## config.mk

```make
export PLATFORM = sky130hd
export DESIGN_NAME = drtc_top
export DESIGN_NICKNAME = d
export VERILOG_FILES = /design/src/design/drtc_pkg.sv /design/src/design/drtc_top.sv
export VERILOG_INCLUDE_DIRS = /design/src /design/src/design
export SDC_FILE = /design/constraint.sdc
export NUM_CORES = 1
export LEC_CHECK = 0
export BUFFER_PORTS_ARGS = -buffer_cell sky130_fd_sc_hd__buf_2
export CORE_ASPECT_RATIO = 0.8
export CORE_MARGIN = 3
export CORE_UTILIZATION = 45
export CTS_BUF_LIST = sky130_fd_sc_hd__clkbuf_16
export DETAILED_ROUTE_END_ITERATION = 10
export PLACE_DENSITY = 0.81
export SLEW_MARGIN = 10
export SYNTH_ARGS = -nofsm -noshare
export SYNTH_HDL_FRONTEND = slang
export SYNTH_SLANG_ARGS = --single-unit
```

## constraint.sdc

```tcl
create_clock -name i_clock -period 5.5 [get_ports i_clock]
set_input_delay 0.55 -clock i_clock [delete_from_list [all_inputs] [get_ports i_clock]]
set_output_delay 0.55 -clock i_clock [all_outputs]
set_load 0.01 [all_outputs]
```

## src/design/drtc_consts.svh

```systemverilog
// Constants for the DRAM row type configuration block.
// Assumes inclusion by bare name from the design directory.
`ifndef DRTC_CONSTS_SVH
`define DRTC_CONSTS_SVH
`define DRTC_IDX_UPPER   10'h067
`define DRTC_IDX_LOWER   10'h068
`define DRTC_UP_WMASK    8'hB7
`define DRTC_UPPER_RST   8'h00
`define DRTC_LOWER_RST   8'h00
`define DRTC_HFD_BIT     7
`define DRTC_SEL_BIT     2
`define DRTC_HI_OFS      4
`define DRTC_ROW4        4
`define DRTC_NUM_ROWS    6
`define DRTC_TYPE_SPM    2'h0
`define DRTC_TYPE_EDO    2'h1
`define DRTC_TYPE_SDRAM  2'h2
`define DRTC_TYPE_RSVD   2'h3
`endif

```

## src/design/drtc_pkg.sv

```systemverilog
// Types for the DRAM row type configuration block.
// Assumes nothing beyond a SystemVerilog compiler.
package drtc_pkg;
   typedef struct packed {
      logic        psel;
      logic        penable;
      logic        pwrite;
      logic [11:0] paddr;
      logic [31:0] pwdata;
   } drtc_apb_req_t;
   typedef struct packed {
      logic        pready;
      logic        pslverr;
      logic [31:0] prdata;
   } drtc_apb_rsp_t;
   typedef struct packed {
      logic       valid;
      logic [6:0] addr;
   } drtc_acc_req_t;
   typedef struct packed {
      logic       valid;
      logic       hit;
      logic [2:0] row;
      logic [1:0] mem_type;
   } drtc_acc_rsp_t;
   typedef logic [5:0][6:0] drtc_bounds_t;
   typedef struct packed {
      logic          sync1;
      logic          sync2;
      logic          strap_pend;
      logic [7:0]    upper;
      logic [7:0]    lower;
      drtc_apb_rsp_t apb;
      drtc_acc_rsp_t acc;
      logic          pin_a;
      logic          pin_b;
   } drtc_state_t;
endpackage : drtc_pkg

```

## src/design/drtc_top.sv

```systemverilog
// DRAM row type configuration registers with APB access and row type lookup.
// Assumes one 10 MHz clock, APB master on it, boundaries from same domain.
//
// Notes on behaviour
// - Upper register bit 7 is host frequency: 1 means 66 MHz, 0 means 60 MHz.
// - At reset release host frequency loads inverse of the strap address line.
// - Software write to host frequency overrides the strap until next reset.
// - Upper register holds row 5 code in bits 5,1 and row 4 in 4,0.
// - Lower register holds rows 3..0 codes in bits 7,3 6,2 5,1 4,0.
// - Codes: 00 standard page, 01 extended data out, 10 synchronous, 11 reserved.
// - Cycle timing is chosen from the type code of the targeted row.
// - Copy select set drives duplicate address bits 0 and 1 on enable pins.
// - Copy select clear keeps clock enable function; it resets to zero.
// - Looked-up row is the one whose boundary range holds the address.
//
// Local design decision: the APB register port.
`include "drtc_consts.svh"
`timescale 1ns/100ps
`default_nettype none

module drtc_top
   import drtc_pkg::*;
(
   input  wire logic          i_clock,
   input  wire logic          i_reset,
   input  wire drtc_apb_req_t i_apb,
   output var  drtc_apb_rsp_t o_apb,
   input  wire logic          i_host_addr_strap_line,
   input  wire drtc_bounds_t  i_row_bound,
   input  wire drtc_acc_req_t i_acc,
   output var  drtc_acc_rsp_t o_acc,
   input  wire logic          i_sdram_clk_enable_a,
   input  wire logic          i_sdram_clk_enable_b,
   input  wire logic          i_mem_addr_bit0,
   input  wire logic          i_mem_addr_bit1,
   output var  logic          o_sdram_clk_enable_a,
   output var  logic          o_sdram_clk_enable_b
);

   drtc_state_t st;
   drtc_state_t next_st;

   logic       setup_phase;
   logic       access_phase;
   logic       hit_upper;
   logic       hit_lower;
   logic [1:0] codes [`DRTC_NUM_ROWS];

   assign setup_phase  = i_apb.psel && !i_apb.penable;
   assign access_phase = i_apb.psel && i_apb.penable && st.apb.pready;
   assign hit_upper    = (i_apb.paddr[11:2] == `DRTC_IDX_UPPER) && (i_apb.paddr[1:0] == 2'h0);
   assign hit_lower    = (i_apb.paddr[11:2] == `DRTC_IDX_LOWER) && (i_apb.paddr[1:0] == 2'h0);

   // Per-row type codes
   always_comb begin
      for (int r = 0; r < `DRTC_ROW4; r++) begin
         codes[r] = {st.lower[`DRTC_HI_OFS + r], st.lower[r]};
      end
      for (int r = `DRTC_ROW4; r < `DRTC_NUM_ROWS; r++) begin
         codes[r] = {st.upper[r], st.upper[r - `DRTC_ROW4]};
      end
   end

   always_comb begin
      next_st       = st;
      next_st.sync1 = i_host_addr_strap_line;
      next_st.sync2 = st.sync1;
      // Bus answer: one-cycle access phase
      next_st.apb.pready  = setup_phase;
      next_st.apb.pslverr = setup_phase && !hit_upper && !hit_lower;
      next_st.apb.prdata  = 32'h0000_0000;
      if (setup_phase && !i_apb.pwrite) begin
         if (hit_upper) begin
            next_st.apb.prdata = {24'h00_0000, st.upper};
         end else if (hit_lower) begin
            next_st.apb.prdata = {24'h00_0000, st.lower};
         end
      end
      // Strap capture on release
      if (st.strap_pend) begin
         next_st.upper[`DRTC_HFD_BIT] = !st.sync2;
         next_st.strap_pend           = 1'b0;
      end
      if (access_phase && i_apb.pwrite) begin
         if (hit_upper) begin
            next_st.upper = i_apb.pwdata[7:0] & `DRTC_UP_WMASK;
         end
         if (hit_lower) begin
            next_st.lower = i_apb.pwdata[7:0];
         end
      end
      // Row lookup by boundary, lowest row wins
      next_st.acc.valid    = i_acc.valid;
      next_st.acc.hit      = 1'b0;
      next_st.acc.row      = 3'h0;
      next_st.acc.mem_type = `DRTC_TYPE_SPM;
      for (int r = `DRTC_NUM_ROWS - 1; r >= 0; r--) begin
         if (i_acc.addr < i_row_bound[r]) begin
            next_st.acc.hit      = 1'b1;
            next_st.acc.row      = 3'(r);
            next_st.acc.mem_type = codes[r];
         end
      end
      if (!i_acc.valid) begin
         next_st.acc = st.acc;
         next_st.acc.valid = 1'b0;
      end
      // Enable pins or duplicate address lines
      if (st.upper[`DRTC_SEL_BIT]) begin
         next_st.pin_a = i_mem_addr_bit0;
         next_st.pin_b = i_mem_addr_bit1;
      end else begin
         next_st.pin_a = i_sdram_clk_enable_a;
         next_st.pin_b = i_sdram_clk_enable_b;
      end
      if (i_reset) begin
         next_st.strap_pend = 1'b1;
         next_st.upper      = `DRTC_UPPER_RST;
         next_st.lower      = `DRTC_LOWER_RST;
         next_st.apb        = '0;
         next_st.acc        = '0;
         next_st.pin_a      = 1'b0;
         next_st.pin_b      = 1'b0;
      end
   end

   always_ff @(posedge i_clock) begin
      st <= next_st;
   end

   assign o_apb                = st.apb;
   assign o_acc                = st.acc;
   assign o_sdram_clk_enable_a = st.pin_a;
   assign o_sdram_clk_enable_b = st.pin_b;
endmodule : drtc_top
`default_nettype wire

```

==> metrics.yaml, run 1 <==
outcome: "finished clean"
antenna_left: 0
drtIter0Drc: 156
p_total_w: 0.0006683
coreArea_mm2: 0.005555
critPathMaxStageDelay_ns: 0.48
start_util_pct: 47.32
cp_top_family: "compound AO/OA/AOI/OAI gates"
antenna_found_initial: 0
clock-sinks: 36
drc: 0
netlist_area_mm2: 0.002629
crit_start: "i_acc[5]"
cts_made_buffers: 5
wl_per_cell_um: 13.00
stdcell_count: 463
cts_htree_levels: 2
worstSkewPairLatency_ns: 0.28
dp.cells: 455
nFillCells: 484
drv_slew: 0
synth_area_leader_cell: "dfxtp_1"
hold_violations: 0
p_leak_nw: 1.719
post-route-period-util_pct: 40.19
multi_input_area_mm2: 0.001505
ys_seq_elements: 36
rsz0062_at_grt: "false"
clock.fmax_ghz: 0.4524
fin_skew_ns: 0.002233
min_period_ns: 2.210
endpoint_kind: "flip-flop"
clock_path_buffers: 2
gp_congestion: 0.8175
grt_overflow: 0
viasPerCell: 4.860
die_w_um: 91.45
cpMaxStageDelayCell: "a2111oi_0"
diodes: 0
max-vdd-ir-drop_mv: 0.1060
dpl_cell_area_mm2: 0.002968
syn_to_final_growth_pct: 18.09
synth_area_leaders: "dfxtp_1 (27%), ha_1 (17%), buf_4 (12%)"
clk_pin_slew_ns: 0.05
clock-root-buffer: "clkbuf_16"
synth_cells: 302
async_reset_ff_share_pct: 0
worst_pin_slew_ns: 0.5470
num_vias: 2250
relSlewSlack_pct: 63.33
regArea_um2: 720.7
arrival_ns: 2.40
synth_edf_count: 0
grt_max_degree: 27
synth_ff_type: "dfxtp_1"
cp-start-kind: "input pin"
num_io_pins: 147
fin_area_mm2: 0.003104
setup_tns_ns: 0
cp_num_buf_inv: 1
crit_chain: "buf_2, ha_1, a2111oi_0, o21ai_1, a21boi_0, o2111ai_1, o221ai_1"
cts_resized: 0
cp_max_fo: 6
port_buffers: 98
grt_usage_pct: 17.00
hp-start: "next_st[60]"
rows: 24
finalNetCount: 524
regToRegStartpoint: "o_apb[33]"
dieArea_mm2: 0.006800
synth_area_per_cell_um2: 8.705
post_cts_buffers: 0
wl_um: 6020
maxCapViolCount: 0
dp_hpwl_um: 4974
die_h_um: 74.36
cts_tree: "built"
powerDensity_mw_per_mm2: 215.3
drive_gt1_share_pct: 28.83
min_path_type: "flip-flop to flip-flop"
setup_viol: 0
ctsHoldBuffers: 0
ys_seq_area_share_pct: 27.42
drt_first_pass_iters: 4
ys.warnings.count: 0
netlist.area_leader.share_pct: 27.42
grt_pass1_wl_um: 9239
cp.required_ns: 5.69
grt_pass1_vias: 2073
crit_type: "input pin to flip-flop"
synth_cell_types: 49
==> sequential cells by signal (all words and copies together) (netlist names) <==
signal / flops
o_sdram_clk_enable_a: 1
next_st: 1
st: 4
codes: 12
o_sdram_clk_enable_b: 1
o_apb: 10
o_acc: 7
==> cells by family after synthesis <==
family,count (synthesis),synth area share [%]
buf+inv,87,18.61
fa+ha+maj,36,17.13
compound gates,59,16.75
other cells,1,0.1427
flops,36,27.42
mux,16,6.092
simple gates,67,13.85
==> cells in the mapped netlist (2+ instances only) <==
cell type and instances:
o221ai_1 2, nand2b_1 8, a211oi_1 2, nand4_1 7
and3_1 3, a21boi_0 2, a21o_1 3, nor3_2 2
o21a_1 3, a2bb2oi_1 2, dfxtp_1 36, clkbuf_1 3
mux2i_1 16, a22o_1 6, and2_1 2, a221oi_1 2
o21ai_0 8, o31a_1 2, inv_1 41, ha_1 36
o211a_1 2, o2111ai_1 2, o32ai_1 2, o21ai_1 4
buf_4 41, a21oi_1 7, nor2_2 2, nand3_1 5
a31oi_1 3, nor2_1 22, nand2_1 8
==> path summary, 6_finish.rpt <==
path | to | slack (ns) | depth (start not counted)
worst min-delay path | st[60] | 0.34 | 0
worst max-delay path | o_acc[0] | 3.29 | 7
worst min register to register | st[60] | 0.34 | 0
worst max register to register | codes[8] | 4.19 | 4
==> per-stage QoR <==
stage	hold slack (ns)	setup WS, ns	utilization (%)
global route	0.3430	3.187	55.88
finish	0.3377	3.290	55.88
global placement	0.3132	3.040	53.42
floorplan	0.3096	3.363	-
CTS	0.3393	3.335	55.88
detailed placement	0.3272	3.061	53.42
==> routing by layer <==
| layer | track usage [%] | vias up | share of wire (%) |
|---|---|---|---|
| li1 | - | 1154 | - |
| met5 | 0 | - | 0 |
| met4 | 5.518 | 0 | 1.3 |
| met2 | 30.04 | 79 | 50 |
| met1 | 21.12 | 1007 | 41 |
| met3 | 3.337 | 10 | 7.2 |
==> layout by cell type (no fill, tap or decap), types with 3 or more instances in the layout <==
cell type | Yosys | layout
a21o_1 | 3 | 3
a21oi_1 | 7 | 7
a22o_1 | 6 | 6
a31oi_1 | 3 | 3
and3_1 | 3 | 3
buf_2 | 1 | 98
clkbuf_16 | 0 | 5
conb_1 | 1 | 24
dfxtp_1 | 36 | 36
ha_1 | 36 | 36
inv_1 | 41 | 43
mux2i_1 | 16 | 16
nand2_1 | 8 | 8
nand2b_1 | 8 | 8
nand3_1 | 5 | 5
nand4_1 | 7 | 7
nor2_1 | 22 | 22
o21a_1 | 3 | 3
o21ai_0 | 8 | 8
o21ai_1 | 4 | 4
==> area by class of cell <==
cell class	instances	share of cell area (%)
Inverter	41	4.958
Tap cell	78	3.144
Multi-Input combinational cell	202	48.49
Clock inverter	3	0.3628
Clock buffer	5	4.031
Sequential cell	36	23.22
Timing Repair Buffer	98	15.80
==> report_power, final <==
part | internal, W | switching, W
Combinational | 0.0000610 | 0.0000781
Sequential | 0.000266 | 0.00000185
Clock | 0.000163 | 0.0000987
Total | 0.000490 | 0.000179
(Power assumes the default switching activity.)
==> run 2, diff against run 1 <==
==> constraint.sdc (replaced) <==
create_clock -name i_clock -period 2.2 [get_ports i_clock]
set_input_delay 0.22 -clock i_clock [delete_from_list [all_inputs] [get_ports i_clock]]
set_output_delay 0.22 -clock i_clock [all_outputs]
set_load 0.01 [all_outputs]
==> run 2 against run 1 <==
Cell area is the same. First-iteration DRC count shrank 16%. Clock power rose by 140%. Sequential power rose to 2.5 times the previous value. Non-clock buffer count did not move. Critical path type unchanged. Critical endpoint unchanged. Largest power group unchanged. Highest routed layer unchanged.
==> metrics.yaml, run 2 (synthesized netlist as in run 1, its figures left out) <==
worstSkewPairLatency_ns: 0.27
maxCapViolCount: 0
fin_skew_ns: 0.002824
setup_tns_ns: 0
drtIter0Drc: 131
dp.cells: 455
rows: 24
powerDensity_mw_per_mm2: 533.1
antenna_left: 0
regToRegStartpoint: "o_apb[33]"
dp_hpwl_um: 4879
crit_path_end: "o_acc[0]"
pwr-share-seq_pct: 40.5
nFillCells: 498
stdcell_count: 463
cp_max_fo: 6
diodes: 0
p_comb_share_pct: 20.9
cts_htree_levels: 2
power.share.clock_pct: 38.6
crit_start: "i_acc[5]"
dieArea_mm2: 0.006800
antenna_found_initial: 0
drive_gt1_share_pct: 28.83
worst_r2r_path_depth: 4
die_h_um: 74.36
num_io_pins: 147
min_path_type: "input pin to flip-flop"
clock_path_buffers: 2
post-route-period-util_pct: 81.76
worst_pin_slew_ns: 0.5101
cp.required_ns: 2.33
port_buffers: 98
post_cts_buffers: 0
viasPerCell: 4.916
grt_overflow: 0
cts_made_buffers: 5
p_total_w: 0.001655
endpoint_kind: "flip-flop"
grt_usage_pct: 16.83
drt_first_pass_iters: 4
wl_um: 5930
cp-start-kind: "input pin"
drv_slew: 0
cts_resized: 0
hold_violations: 0
syn_to_final_growth_pct: 18.09
relSlewSlack_pct: 65.81
die_w_um: 91.45
clk_pin_slew_ns: 0.05
final_cell_mix: "buf_2 (98), inv_1 (43), ha_1 (36), dfxtp_1 (36), conb_1 (24)"
largest_reg_flops: 12
start_util_pct: 47.32
setup_viol: 0
p_sw_share_pct: 26.08
grt_max_degree: 27
met3_usage_pct: 3.640
grt_use_met1_pct: 20.58
grt_pass1_vias: 2086
wl_per_cell_um: 12.81
crit_type: "input pin to flip-flop"
clock.fmax_ghz: 0.5559
p_switching_w: 0.0004316
arrival_ns: 1.93
gp_congestion: 0.8436
clock-sinks: 36
p_int_w: 0.001223
top_usage_layer: "met2"
fin_ws_ns: 0.4012
reg2reg_to: "codes[3]"
p_leak_nw: 1.719
finalNetCount: 524
num_vias: 2276
drc: 0
met2_usage_pct: 30.36
coreArea_mm2: 0.005555
rsz0062_at_grt: "false"
min_period_ns: 1.799
final_common_cell: "buf_2"
cts_tree: "built"
outcome: "finished clean"
max-vdd-ir-drop_mv: 0.3612
ff2ff_setup_slack_ns: 0.86
clock-root-buffer: "clkbuf_16"
ctsHoldBuffers: 0
grt_pass1_wl_um: 9211
post-place-ws_ns: 0.1380
-- run 2: cell counts in the layout (fill, tap and decap cells not counted) --
No cell type changed its count.
-- run 2: power groups by stage --
stage	sequential (W)	clock, W	combinational (W)
6_report	0.000670	0.000638	0.000346
5_1_grt	0.000670	0.000684	0.000393
4_1_cts	0.000670	0.000650	0.000345
3_5_place_dp	0.000683	0	0.000344
3_3_place_gp	0.000682	0	0.000330
2_1_floorplan	0.000683	0	0.000249
-- run 2: routing by layer --
layer | up-vias | wire length [um]
li1 | 1154 | -
met1 | 1053 | 2559
met3 | 7 | 293
met2 | 62 | 3011
met4 | 0 | 65
met5 | - | 0
-- run 2: through the flow --
stage / util (%) / hold slack [ns] / cell area (um2)
after global placement: 53.42 / 0.3133 / 2968
after detailed placement: 53.42 / 0.3241 / 2968
after floorplan: - / 0.2477 / 2715
after global routing: 55.88 / 0.04073 / 3104
final: 55.88 / 0.04753 / 3104
after CTS: 55.88 / 0.04006 / 3104
-- run 2: how the worst min path moves through the flow --
stage | start | depth (start not counted) | end
4_1_cts | i_host_addr_strap_line | 1 | next_st[60]
3_3_place_gp | next_st[60] | 0 | st[60]
3_5_place_dp | i_host_addr_strap_line | 1 | next_st[60]
6_report | i_host_addr_strap_line | 1 | next_st[60]
5_1_grt | i_host_addr_strap_line | 1 | next_st[60]
2_1_floorplan | i_host_addr_strap_line | 0 | next_st[60]
-- run 2: area by class of cell --
cell class	instances	area (um2)	share of cell area [%]
repair buffers	98	490.5	15.80
clock inverters	3	11.26	0.3628
clock buffers	5	125.1	4.031
well taps	78	97.59	3.144
inverters	41	153.9	4.958
multi-input cells	202	1505	48.49
flip-flops and latches	36	720.7	23.22
-- run 2: critical path: stages --
cell,delay [ns]
buf_2,0.15
ha_1,0.30
a21o_1,0.18
a221o_1,0.37
a31oi_4,0.22
nor2_2,0.07
a221oi_1,0.27
o221ai_1,0.14
